File: config.mk
export PLATFORM = sky130hd
export DESIGN_NAME = cmg_top
export DESIGN_NICKNAME = d
export VERILOG_FILES = /design/src/shared/cmg_pkg.sv /design/src/rtl/cmg_decode.sv /design/src/rtl/cmg_clkdiv.sv /design/src/rtl/cmg_top.sv
export SDC_FILE = /design/constraint.sdc
export NUM_CORES = 1
export LEC_CHECK = 0
export BUFFER_PORTS_ARGS = -buffer_cell sky130_fd_sc_hd__buf_2
export CORE_ASPECT_RATIO = 0.8
export CORE_MARGIN = 2
export CORE_UTILIZATION = 57
export DETAILED_ROUTE_END_ITERATION = 8
export PLACE_DENSITY = 0.8
export SYNTH_ARGS = -nofsm -noshare
export SYNTH_HDL_FRONTEND = slang
export SYNTH_HIERARCHICAL = 1
export SYNTH_SLANG_ARGS = --single-unit
File: constraint.sdc
create_clock -name CLK_SYS -period 3.8 [get_ports CLK_SYS]
set_clock_uncertainty 0.2 [all_clocks]
set_input_delay 0.38 -clock CLK_SYS [delete_from_list [all_inputs] [get_ports CLK_SYS]]
set_output_delay 0.38 -clock CLK_SYS [all_outputs]
set_load 0.1 [all_outputs]
File: src/shared/cmg_pkg.sv
package cmg_pkg;

  // Register byte addresses
  localparam logic [7:0] ADDR_CTRL1 = 8'h00;
  localparam logic [7:0] ADDR_CTRL2 = 8'h04;
  localparam logic [7:0] ADDR_STAT  = 8'h08;

  // Control one fields
  localparam int CTRL1_HG_POS     = 7;
  localparam int CTRL1_RANGE_POS  = 6;
  localparam int CTRL1_REFSEL_POS = 5;
  localparam int CTRL1_REQ_POS    = 3;

  // Control two fields
  localparam int CTRL2_MULT_POS = 4;
  localparam int CTRL2_DIV_POS  = 0;

  // Status fields
  localparam int STAT_MODE_POS    = 0;
  localparam int STAT_LOSS_POS    = 2;
  localparam int STAT_LOCK_POS    = 3;
  localparam int STAT_EXTOK_POS   = 4;
  localparam int STAT_OSCOK_POS   = 5;
  localparam int STAT_REFLOCK_POS = 6;

  // Reset values
  localparam logic [7:0] CTRL1_RST = 8'h00;
  localparam logic [7:0] CTRL2_RST = 8'h00;

  // Status update delay in bus cycles
  localparam logic [2:0] SETTLE_CYCLES = 3'h4;

  // Loop arithmetic
  localparam logic [2:0] IRG_PREDIV  = 3'h7;
  localparam logic [2:0] EXT_PREDIV  = 3'h1;
  localparam logic [6:0] P_RANGE_LOW = 7'h40;
  localparam logic [6:0] P_RANGE_HI  = 7'h01;
  localparam logic [4:0] N_BASE      = 5'h04;
  localparam logic [2:0] PNR_MIN     = 3'h4;
  localparam logic [8:0] FIXED_DIV   = 9'h002;

  typedef enum logic [1:0] {
    MODE_SELF     = 2'b00,
    MODE_LOOP_INT = 2'b01,
    MODE_BYPASS   = 2'b10,
    MODE_LOOP_EXT = 2'b11
  } cmg_mode_e;

  typedef struct packed {
    logic [2:0]  ref_prediv;
    logic [10:0] mult;
    logic [7:0]  r_div;
  } cmg_loop_cfg_s;

endpackage

File: src/rtl/cmg_decode.sv
`timescale 1ns/1ps
module cmg_decode (
  // Selections
  input  wire logic [2:0]  mult_sel,
  input  wire logic [2:0]  div_sel,
  input  wire logic        range_hi,
  // Decoded factors
  output logic      [4:0]  n_fac,
  output logic      [7:0]  r_fac,
  output logic      [10:0] pn_fac,
  output logic             pnr_ok
);
  logic [6:0] p_fac;

  assign n_fac  = cmg_pkg::N_BASE + {1'b0, mult_sel, 1'b0};
  assign r_fac  = 8'h01 << div_sel;
  assign p_fac  = range_hi ? cmg_pkg::P_RANGE_HI : cmg_pkg::P_RANGE_LOW;
  assign pn_fac = 11'(p_fac) * 11'(n_fac);
  assign pnr_ok = pn_fac >= 11'(r_fac) * 11'(cmg_pkg::PNR_MIN);
endmodule // cmg_decode

File: src/rtl/cmg_clkdiv.sv
`timescale 1ns/1ps
module cmg_clkdiv (
  // Clock and reset
  input  wire logic       clk,
  input  wire logic       srst,
  // Source and factor
  input  wire logic       src,
  input  wire logic [8:0] factor,
  // Divided clock
  output logic            out_clk
);
  logic       src_q;
  logic [8:0] cnt_q;
  logic       edge_seen;

  assign edge_seen = src != src_q;

  // Sample source level
  always_ff @(posedge clk)
  begin
    if (srst)
      src_q <= 1'b0;
    else
      src_q <= src;
  end

  // Toggle every factor half periods
  always_ff @(posedge clk)
  begin
    if (srst)
    begin
      cnt_q   <= 9'h000;
      out_clk <= 1'b0;
    end
    else if (edge_seen)
    begin
      if (cnt_q >= factor - 9'h001)
      begin
        cnt_q   <= 9'h000;
        out_clk <= ~out_clk;
      end
      else
        cnt_q <= cnt_q + 9'h001;
    end
  end
endmodule // cmg_clkdiv

File: src/rtl/cmg_top.sv
// The placing of the registers and the address-and-strobe port were left to the implementer.
`timescale 1ns/1ps
// Behaviour
// - Request field selects mode; status field reports actual mode, same encoding.
// - Status follows request once entry conditions of requested mode hold.
// - Loop modes need stable oscillator, external modes need good reference.
// - Status updates several bus cycles after a request change.
// - First control write without crystal request locks reference select low.
// - Self-clocked output is loop oscillator over R; reference still compared.
// - Loop external output is oscillator over 2R until locked, then over R.
// - Bypass output is external reference over R.
// - Loop internal uses internal reference over seven, times 64 and N.
// - Loop external uses external reference times P and N, over R.
// - Range zero gives P of 64, range one gives P of 1.
// - Multiplier N is four plus twice the select value.
// - Divider R is two to the power of the select value.
// - Fixed clock equals bus clock in bypass mode, and in loop external mode unless ratio and lock allow.
// - Loop external fixed clock is reference over two when ratio and lock allow.
// - Fixed clock is off in loop internal and self-clocked modes.
// - High gain applies to both ranges, valid only with reference select set.
// - High gain select is written only once after reset.
// - Clock loss flag is sticky until acknowledged or reset.
module cmg_top (
  // Clock and reset
  input  wire logic                   CLK_SYS,
  input  wire logic                   SRST,
  // Register port
  input  wire logic [7:0]             ADDR,
  input  wire logic [7:0]             WDATA,
  input  wire logic                   WR_STB,
  input  wire logic                   RD_STB,
  output logic      [7:0]             RDATA,
  // Clock sources
  input  wire logic                   OSC_LOOP_CLK,
  input  wire logic                   EXT_REF_CLK,
  input  wire logic                   BUS_CLK,
  // Monitor inputs
  input  wire logic                   EXT_REF_OK,
  input  wire logic                   LOOP_OSC_STABLE,
  input  wire logic                   LOOP_LOCKED,
  input  wire logic                   CLOCK_LOSS,
  input  wire logic                   GEN_OFF,
  // Clock outputs
  output logic                        GEN_OUT_CLK,
  output logic                        FIXED_CLK,
  output logic                        FIXED_CLK_ON,
  // Oscillator and loop control
  output logic                        AMP_EN,
  output logic                        HIGH_GAIN,
  output logic                        REF_FROM_EXT,
  output cmg_pkg::cmg_loop_cfg_s      LOOP_CFG,
  output logic      [1:0]             MODE_STATUS
);

  // Control state
  logic                hg_q;
  logic                hg_done_q;
  logic                range_q;
  logic                refsel_q;
  logic                ref_lock_q;
  logic                first_done_q;
  logic [1:0]          req_q;
  logic [2:0]          mult_sel_q;
  logic [2:0]          div_sel_q;
  logic                loss_q;
  logic                lock_seen_q;
  cmg_pkg::cmg_mode_e  mode_q;
  cmg_pkg::cmg_mode_e  tgt_q;
  logic [2:0]          settle_q;

  // Combinational terms
  logic                wr_ctrl1;
  logic                wr_ctrl2;
  logic                wr_stat;
  logic                refsel_eff;
  cmg_pkg::cmg_mode_e  tgt_mode;
  logic [4:0]          n_fac;
  logic [7:0]          r_fac;
  logic [10:0]         pn_fac;
  logic                pnr_ok;
  logic [8:0]          out_factor;
  logic                gen_src;
  logic                gen_div;
  logic                ref_half;
  logic [7:0]          rd_mux;

  assign wr_ctrl1   = WR_STB && ADDR == cmg_pkg::ADDR_CTRL1;
  assign wr_ctrl2   = WR_STB && ADDR == cmg_pkg::ADDR_CTRL2;
  assign wr_stat    = WR_STB && ADDR == cmg_pkg::ADDR_STAT;
  assign refsel_eff = refsel_q & ~ref_lock_q;

  // Mode that current request and monitors allow
  function automatic cmg_pkg::cmg_mode_e next_mode(
    input logic [1:0]         req,
    input cmg_pkg::cmg_mode_e cur,
    input logic               ext_ok,
    input logic               osc_ok,
    input logic               loss
  );
    cmg_pkg::cmg_mode_e nxt;
    nxt = cmg_pkg::MODE_SELF;
    case (req)
      2'b01:   nxt = osc_ok ? cmg_pkg::MODE_LOOP_INT : cmg_pkg::MODE_SELF;
      2'b10:   nxt = ext_ok ? cmg_pkg::MODE_BYPASS : cmg_pkg::MODE_SELF;
      2'b11:
      begin
        if (cur == cmg_pkg::MODE_BYPASS && loss && ext_ok)
          nxt = cmg_pkg::MODE_BYPASS;
        else if (ext_ok && osc_ok)
          nxt = cmg_pkg::MODE_LOOP_EXT;
        else if (cur == cmg_pkg::MODE_LOOP_INT && osc_ok)
          nxt = cmg_pkg::MODE_LOOP_INT;
        else
          nxt = cmg_pkg::MODE_SELF;
      end
      default: nxt = cmg_pkg::MODE_SELF;
    endcase
    return nxt;
  endfunction

  assign tgt_mode = next_mode(req_q, mode_q, EXT_REF_OK, LOOP_OSC_STABLE, loss_q);

  always_ff @(posedge CLK_SYS)
  begin
    if (SRST)
    begin
      first_done_q <= 1'b0;
      ref_lock_q   <= 1'b0;
    end
    else if (wr_ctrl1 && !first_done_q)
    begin
      first_done_q <= 1'b1;
      ref_lock_q   <= !(WDATA[cmg_pkg::CTRL1_REFSEL_POS] && WDATA[cmg_pkg::CTRL1_REQ_POS+1]);
    end
  end

  always_ff @(posedge CLK_SYS)
  begin
    if (SRST)
    begin
      hg_q      <= cmg_pkg::CTRL1_RST[cmg_pkg::CTRL1_HG_POS];
      hg_done_q <= 1'b0;
    end
    else if (wr_ctrl1 && !hg_done_q)
    begin
      hg_q      <= WDATA[cmg_pkg::CTRL1_HG_POS];
      hg_done_q <= 1'b1;
    end
  end

  // Control one fields; request held while off
  always_ff @(posedge CLK_SYS)
  begin
    if (SRST)
    begin
      range_q  <= cmg_pkg::CTRL1_RST[cmg_pkg::CTRL1_RANGE_POS];
      refsel_q <= cmg_pkg::CTRL1_RST[cmg_pkg::CTRL1_REFSEL_POS];
      req_q    <= cmg_pkg::CTRL1_RST[cmg_pkg::CTRL1_REQ_POS+:2];
    end
    else if (wr_ctrl1)
    begin
      range_q  <= WDATA[cmg_pkg::CTRL1_RANGE_POS];
      refsel_q <= WDATA[cmg_pkg::CTRL1_REFSEL_POS];
      if (!GEN_OFF)
        req_q <= WDATA[cmg_pkg::CTRL1_REQ_POS+:2];
    end
  end

  // Control two fields
  always_ff @(posedge CLK_SYS)
  begin
    if (SRST)
    begin
      mult_sel_q <= cmg_pkg::CTRL2_RST[cmg_pkg::CTRL2_MULT_POS+:3];
      div_sel_q  <= cmg_pkg::CTRL2_RST[cmg_pkg::CTRL2_DIV_POS+:3];
    end
    else if (wr_ctrl2)
    begin
      mult_sel_q <= WDATA[cmg_pkg::CTRL2_MULT_POS+:3];
      div_sel_q  <= WDATA[cmg_pkg::CTRL2_DIV_POS+:3];
    end
  end

  // sticky loss flag, set beats clear
  always_ff @(posedge CLK_SYS)
  begin
    if (SRST)
      loss_q <= 1'b0;
    else if (CLOCK_LOSS)
      loss_q <= 1'b1;
    else if (wr_stat && WDATA[cmg_pkg::STAT_LOSS_POS])
      loss_q <= 1'b0;
  end

  // status waits for a stable target
  always_ff @(posedge CLK_SYS)
  begin
    if (SRST)
    begin
      mode_q   <= cmg_pkg::MODE_SELF;
      tgt_q    <= cmg_pkg::MODE_SELF;
      settle_q <= 3'h0;
    end
    else
    begin
      tgt_q <= tgt_mode;
      if (GEN_OFF || tgt_mode == mode_q || tgt_mode != tgt_q)
        settle_q <= 3'h0;
      else if (settle_q == cmg_pkg::SETTLE_CYCLES - 3'h1)
      begin
        mode_q   <= tgt_mode;
        settle_q <= 3'h0;
      end
      else
        settle_q <= settle_q + 3'h1;
    end
  end

  // first lock and relock after multiplier change
  always_ff @(posedge CLK_SYS)
  begin
    if (SRST)
      lock_seen_q <= 1'b0;
    else if (mode_q != cmg_pkg::MODE_LOOP_EXT || (wr_ctrl2 && WDATA[cmg_pkg::CTRL2_MULT_POS+:3] != mult_sel_q))
      lock_seen_q <= 1'b0;
    else if (LOOP_LOCKED)
      lock_seen_q <= 1'b1;
  end

  cmg_decode u_decode (
    .mult_sel (mult_sel_q),
    .div_sel  (div_sel_q),
    .range_hi (range_q),
    .n_fac    (n_fac),
    .r_fac    (r_fac),
    .pn_fac   (pn_fac),
    .pnr_ok   (pnr_ok)
  );

  assign out_factor = (mode_q == cmg_pkg::MODE_LOOP_EXT && !lock_seen_q) ? {r_fac, 1'b0} : {1'b0, r_fac};
  assign gen_src    = (mode_q == cmg_pkg::MODE_BYPASS) ? EXT_REF_CLK : OSC_LOOP_CLK;

  cmg_clkdiv u_gen_div (
    .clk     (CLK_SYS),
    .srst    (SRST),
    .src     (gen_src),
    .factor  (out_factor),
    .out_clk (gen_div)
  );

  cmg_clkdiv u_fixed_div (
    .clk     (CLK_SYS),
    .srst    (SRST),
    .src     (EXT_REF_CLK),
    .factor  (cmg_pkg::FIXED_DIV),
    .out_clk (ref_half)
  );

  always_ff @(posedge CLK_SYS)
  begin
    if (SRST)
      GEN_OUT_CLK <= 1'b0;
    else
      GEN_OUT_CLK <= GEN_OFF ? 1'b0 : gen_div;
  end

  always_ff @(posedge CLK_SYS)
  begin
    if (SRST)
    begin
      FIXED_CLK    <= 1'b0;
      FIXED_CLK_ON <= 1'b0;
    end
    else if (mode_q == cmg_pkg::MODE_SELF || mode_q == cmg_pkg::MODE_LOOP_INT)
    begin
      FIXED_CLK    <= 1'b0;
      FIXED_CLK_ON <= 1'b0;
    end
    else
    begin
      FIXED_CLK_ON <= 1'b1;
      if (mode_q == cmg_pkg::MODE_LOOP_EXT && pnr_ok && LOOP_LOCKED)
        FIXED_CLK <= ref_half;
      else
        FIXED_CLK <= BUS_CLK;
    end
  end

  always_ff @(posedge CLK_SYS)
  begin
    if (SRST)
    begin
      LOOP_CFG     <= '0;
      REF_FROM_EXT <= 1'b0;
    end
    else
    begin
      REF_FROM_EXT    <= mode_q == cmg_pkg::MODE_LOOP_EXT;
      LOOP_CFG.r_div  <= r_fac;
      if (mode_q == cmg_pkg::MODE_LOOP_EXT)
      begin
        LOOP_CFG.ref_prediv <= cmg_pkg::EXT_PREDIV;
        LOOP_CFG.mult       <= pn_fac;
      end
      else
      begin
        LOOP_CFG.ref_prediv <= cmg_pkg::IRG_PREDIV;
        LOOP_CFG.mult       <= {n_fac, 6'h00};
      end
    end
  end

  // oscillator controls gated by reference select
  always_ff @(posedge CLK_SYS)
  begin
    if (SRST)
    begin
      AMP_EN    <= 1'b0;
      HIGH_GAIN <= 1'b0;
    end
    else
    begin
      AMP_EN    <= refsel_eff && req_q[1];
      HIGH_GAIN <= refsel_eff && hg_q;
    end
  end

  assign MODE_STATUS = mode_q;

  // Read data mux
  always_comb
  begin
    rd_mux = 8'h00;
    case (ADDR)
      cmg_pkg::ADDR_CTRL1: rd_mux = {hg_q, range_q, refsel_eff, req_q, 3'h0};
      cmg_pkg::ADDR_CTRL2: rd_mux = {1'b0, mult_sel_q, 1'b0, div_sel_q};
      cmg_pkg::ADDR_STAT:  rd_mux = {1'b0, ref_lock_q, LOOP_OSC_STABLE, EXT_REF_OK, LOOP_LOCKED, loss_q, mode_q};
      default:             rd_mux = 8'h00;
    endcase
  end

  always_ff @(posedge CLK_SYS)
  begin
    if (SRST)
      RDATA <= 8'h00;
    else
      RDATA <= RD_STB ? rd_mux : 8'h00;
  end
endmodule // cmg_top

## After elaboration in Yosys (flattened, before gate mapping)

Index checks and enable logic that the tools add are counted.

- Add/subtract/negate cells: 5
- $mul: 1
- Div/mod/pow operators: 0
- $lt $le $gt $ge: 3
- Equality and inequality tests: 15
- Shifts and indexed selects: 1
- Muxes and demuxes: 17
- Bitwise operators: 8
- Reductions and logical operators: 38

Operator list:

| operator | count |
|---|---|
| 9-bit 2-to-1 mux | 3 |
| 8-bit one-hot mux with 3 select lines | 1 |
| 9-bit by 1-bit adder with 9-bit output, second input constant | 2 |
| 1-bit logical AND | 17 |
| 14-bit 2-to-1 mux | 1 |
| 11-bit by 10-bit >= comparator with 1-bit output | 1 |
| 7-bit by 5-bit multiplier with 11-bit output | 1 |
| 2-bit OR reduction | 5 |
| 9-bit by 1-bit >= comparator with 1-bit output, second input constant | 1 |
| 9-bit >= comparator | 1 |
| 9-bit by 1-bit subtractor with 9-bit output, second input constant | 1 |
| 2-bit equality test, second input constant | 4 |
| 8-bit by 3-bit equality test with 1-bit output, second input constant | 1 |
| 8-bit by 4-bit equality test with 1-bit output, second input constant | 1 |
| 8-bit logical NOT | 1 |
| 2-bit AND reduction | 4 |
| 1-bit by 3-bit << shifter with 8-bit output, first input constant | 1 |
| 1-bit 2-to-1 mux | 7 |
| 7-bit 2-to-1 mux | 1 |
| 1-bit inverter | 7 |
| 2-bit 2-to-1 mux | 3 |
| 2-bit one-hot mux with 3 select lines | 1 |
| 3-bit by 4-bit adder with 5-bit output, first input constant | 1 |
| 2-bit by 1-bit equality test with 1-bit output, second input constant | 2 |
| other kinds (13) | 20 |

- Flip-flop bits (word level): 81
- Bits in latches: 0
- Bits in writable memories: 0
- Bits in read-only memories: 0
- Input port bits: 28
- Output and inout bits: 38
- Word-level logic and storage cells: 119
- Memories: 0

## Longest topological paths before layout

- Depth after elaboration: 11
- Mapped depth: 15
- Mapped depth without buffers: 15

## By module

Netlist, hierarchy kept.

Modules (own cells, without submodules):

| module | instances | cells an instance | area an instance (µm²) | seq. area each (µm²) |
|---|---|---|---|---|
| cmg_top | 1 | 230 | 2292.2 | 1161.1 |
| cmg_clkdiv at u_fixed_div | 1 | 100 | 828.3 | 220.2 |
| cmg_clkdiv at u_gen_div | 1 | 100 | 812.0 | 220.2 |
| cmg_decode | 1 | 48 | 340.3 | 0.0 |

## Worst setup path after synthesis

No wires, ideal clock.

- Path kind: register to register
- From: reg mode_q[0] (netlist: MODE_STATUS[0])
- To: reg u_gen_div.cnt_q[3]
- Library setup time: 75 ps
- Data arrival time: 3780 ps
- Required time: 3525 ps
- Path slack: -255 ps
- Stages on the path, launching flop included: 14
- Path buffers: 1
- Period minus slack after synthesis: 4055 ps
- Cells stage by stage: dfxtp_1 -> clkbuf_1 -> nand3b_1 -> mux2_2 -> nor4_1 -> nand2_1 -> nor3_1 -> xnor2_1 -> ha_1 -> a21oi_1 -> o21ai_1 -> a211oi_4 -> nand3_1 -> a31oi_1

- Cells in the longest elaborated chain, start to end: 6
- Elaborated cells between the ends (all ways): 9
- Those cells by class: add/sub (1); order compare (1); eq/ne (3); mux (3); reduce/logical (1)

RTL lines:

| element | line | text |
|---|---|---|
| start: declaration | cmg_top.sv:67 | `cmg_pkg::cmg_mode_e mode_q;` |
| start signal: assignment | cmg_top.sv:200 | `mode_q <= cmg_pkg::MODE_SELF;` |
| start signal: assignment | cmg_top.sv:211 | `mode_q <= tgt_mode;` |
| 2-bit equality test | cmg_top.sv:240 | `assign out_factor = (mode_q == cmg_pkg::MODE_LOOP_EXT && !lock_seen_q) ? {r_fac, 1'b0} : {1'b0, r_fac};` |
| 1-bit logical AND | cmg_top.sv:240 |  |
| 9-bit 2-to-1 mux | cmg_top.sv:240 |  |
| net out_factor[4] | cmg_top.sv:81 | `logic [8:0] out_factor;` |
| 9-bit by 1-bit subtractor with 9-bit output | cmg_clkdiv.sv:37 | `if (cnt_q >= factor - 9'h001)` |
| 9-bit >= comparator | cmg_clkdiv.sv:37 |  |
| 9-bit 2-to-1 mux | cmg_clkdiv.sv:37 |  |
| end signal: assignment | cmg_clkdiv.sv:43 | `cnt_q <= cnt_q + 9'h001;` |
| end: declaration | cmg_clkdiv.sv:13 | `logic [8:0] cnt_q;` |

The timed path passes the listed nets, and every way through them passes these cells.
A chain may end at the register's enable or synchronous reset.

## Final worst setup path

- From: reg mode_q[1] (netlist: MODE_STATUS[1])
- To: reg u_gen_div.cnt_q[8]

The elaborated chain is that of the path after synthesis.

==> metrics.cfg <==
[outcome]
outcome = finished clean

[yosys]
async_flop_share_pct = 0
syn_inst = 478
ys_seq_area_share_pct = 37.5
yosys_register_bits = 80
yosys_most_used_dff = dfxtp_1
synth.distinct_cells = 63
synth_warnings = 6
syn_area_um2 = 4270
synth_edf_count = 0
syn_area_per_cell_um2 = 8.94

[final_layout]
final_nets = 625
fin_area_um2 = 4970
fill_cells = 596
area_delta_synth_final_pct = 16.4
antenna_cells = 0
layout-drive-gt1-share_pct = 21.7

[global_routing]
grt_max_degree = 51
grt_usage_pct = 23.3
antenna_found_initial = 1
grt_pass1_wl_um = 15000
gr-total-overflow = 0
first_global_vias = 3260

[sta]
slew_violations = 0
slew_headroom_pct = 34.0
period_share_pct = 94.1
tightest_slew_ps = 983
setup_viol_count_final = 0
fmax_mhz = 280
grt_setup_unrepaired = no
finalSetupTns_ps = 0
min_period_ps = 3580
finalHoldViolCount = 0

[die]
pin_count = 66
num_rows = 28
die_area_um2 = 8210
core_um2 = 7320
die_h_um = 81.4
fp.dieW_um = 101
initial_core_util_pct = 58.4

[route]
vias = 3583
ant_nets = 0
drt_iter0_drc = 168
wl_um = 9270
first_pass_iters = 4
vias_per_cell = 5.42
wl_per_cell_um = 14.0
drc = 0

[min_path]
hp-class = in -> reg
hold_depth = 3

[cts]
worstSkewPairLatency_ps = 350
numCtsBuffers = 9
clk_pin_slew_ps = 90
clkSinkCount = 80
cts_root_buffer = clkbuf_8
cts_tree = built
htree_levels = 3
cts_buffer_depth = 2

[setup_path]
critPathLaunchType = register
crit_fanout = 14
worst-r2r-cell-count = 12
cp-end-kind = register
cp.arrival_ps = 3640
critPathKind = reg -> reg
required_ps = 3860

[power_and_ir_drop]
leakagePower_nw = 2.25
powerDensity_nw_per_um2 = 344
vdd_drop_max_v = 0.000161

[run]
drv_cap = 0

[place]
io_buffer_count = 65
dpl_cell_area_um2 = 4730
hpwl_um = 6980
place_congestion = 0.882

-- per-stage QoR --
| stage | hold slack (ps) | power, mW | worst slack [ps] | std cells | util, % |
|---|---|---|---|---|---|
| 4_1_cts | 25.3 | 1.72 | 119 | 659 | 67.7 |
| 3_3_place_gp | 209 | 1.01 | 435 | 643 | 64.6 |
| 5_1_grt | 55.1 | 1.77 | 2.92 | 661 | 67.9 |
| 6_report | 52.3 | 1.71 | 223 | 661 | 67.9 |
| 2_1_floorplan | 198 | 0.980 | 74.4 | 505 | - |
| 3_5_place_dp | 235 | 1.01 | 191 | 643 | 64.6 |
-- layer usage --
layer / part of all wire (%) / vias up / GRT usage (%) / routed length [µm]
li1: - / 1814 / - / -
met1: 46 / 1678 / 28.7 / 4290
met2: 48 / 80 / 40.3 / 4480
met3: 4.5 / 9 / 6.30 / 417
met4: 0.78 / 2 / 6.16 / 72
met5: 0.14 / - / 0 / 13
-- cell usage in the layout (no fill, tap or decap), types with 6 or more instances in the layout --
cell / Yosys / final
inv_1: 23 / 23
xor2_1: 13 / 13
xnor2_1: 17 / 17
nor2b_1: 17 / 17
nand3_1: 14 / 14
conb_1: 3 / 30
nand2_1: 39 / 39
nor3b_1: 6 / 6
clkbuf_8: 0 / 10
nand3b_1: 7 / 7
dfxtp_1: 80 / 78
and3_1: 6 / 6
nand4_1: 10 / 10
mux2_2: 7 / 7
a21oi_1: 28 / 28
ha_1: 31 / 31
mux2i_1: 13 / 13
nor2_1: 41 / 41
nor3_1: 19 / 19
buf_2: 3 / 65
-- synthesized netlist by cell type (4+ instances only) --
cell,instances,share of area (%)
a31oi_1,5,0.73
o21ai_1,5,0.59
mux2_2,7,1.8
nor2b_1,17,2.5
nor3b_1,6,1.1
and3_1,6,0.88
nand3b_1,7,1.2
clkbuf_1,10,0.88
nor3_1,19,2.2
nand3_1,14,1.6
xor2_1,13,2.7
ha_1,31,9.1
a21oi_1,28,3.3
nor2_2,4,0.59
nor2_1,41,3.6
a22o_1,5,1.0
inv_1,23,2.0
dfxtp_1,80,37
mux2i_1,13,3.0
nor4_1,4,0.59
or3_1,4,0.59
xnor2_1,17,3.5
nand2_1,39,3.4
nor3_2,5,1.2
nand4_1,10,1.5
buf_4,7,1.2
-- final cells by class --
cell class	count	area, µm²	share of cell area [%]
Inverter	23	86.3	1.74
Tap cell	90	113	2.26
Timing Repair Buffer	70	363	7.29
Multi-Input combinational cell	382	2580	51.9
Clock buffer	11	141	2.84
Sequential cell	80	1600	32.2
Clock inverter	5	86.3	1.74
-- power by group --
part	internal [mW]	switching [mW]	leakage, nW	total, mW
Sequential	0.847	0.00817	0.649	0.855
Clock	0.395	0.319	0.115	0.714
Combinational	0.0450	0.0980	1.49	0.143
-- registers in the layout, indices dropped and copies added, names as in the netlist, 3 cells and up --
name / flops
u_fixed_div/cnt_q: 9
LOOP_CFG: 21
settle_q: 3
RDATA: 8
div_sel_q: 3
mult_sel_q: 3
u_gen_div/cnt_q: 9
-- timing repair --
item,CTS,global route
setup endpoints to repair,0,10
hold buffers,0,0
resized for setup,0,0
buffers inserted,0,2
-- worst max-delay path: stages (launching register included) --
cell and delay, ps:
dfxtp_2 470, nand3b_1 260, mux2_2 380, nor4_1 420
nand2_1 150, nor3_1 210, xnor2_1 160, ha_1 280
nand4_1 140, nor2_1 90, a211oi_4 390, nor2_2 110
nor3_1 230
-- path summary, 6_finish.rpt --
| path | slack [ps] | endpoint | start |
|---|---|---|---|
| worst max register to register | 220 | u_gen_div/cnt_q[8]$_SDFFE_PP0P_ | MODE_STATUS[1]$_SDFFE_PP0P_ |
| worst min register to register | 240 | settle_q[0]$_SDFF_PP0_ | settle_q[0]$_SDFF_PP0_ |
| worst max-delay path | 220 | u_gen_div/cnt_q[8]$_SDFFE_PP0P_ | MODE_STATUS[1]$_SDFFE_PP0P_ |
| worst min-delay path | 50 | loss_q$_SDFFE_PP0P_ | CLOCK_LOSS |
-- logic make-up (layout without fill, tap and decap cells) --
family	after synthesis	count (layout)	share of synthesized area [%]
AOI/OAI and AO/OA	66	66	10.6
xor gates and xnor gates	30	30	6.15
adders and majority gates	31	31	9.08
buffers and inverters	43	109	4.48
DFF	80	80	37.5
muxes	22	22	5.42
other	3	30	0.264
and+or+nand+nor	203	203	26.6
Note: power is estimated with default switching activity, not from simulation.
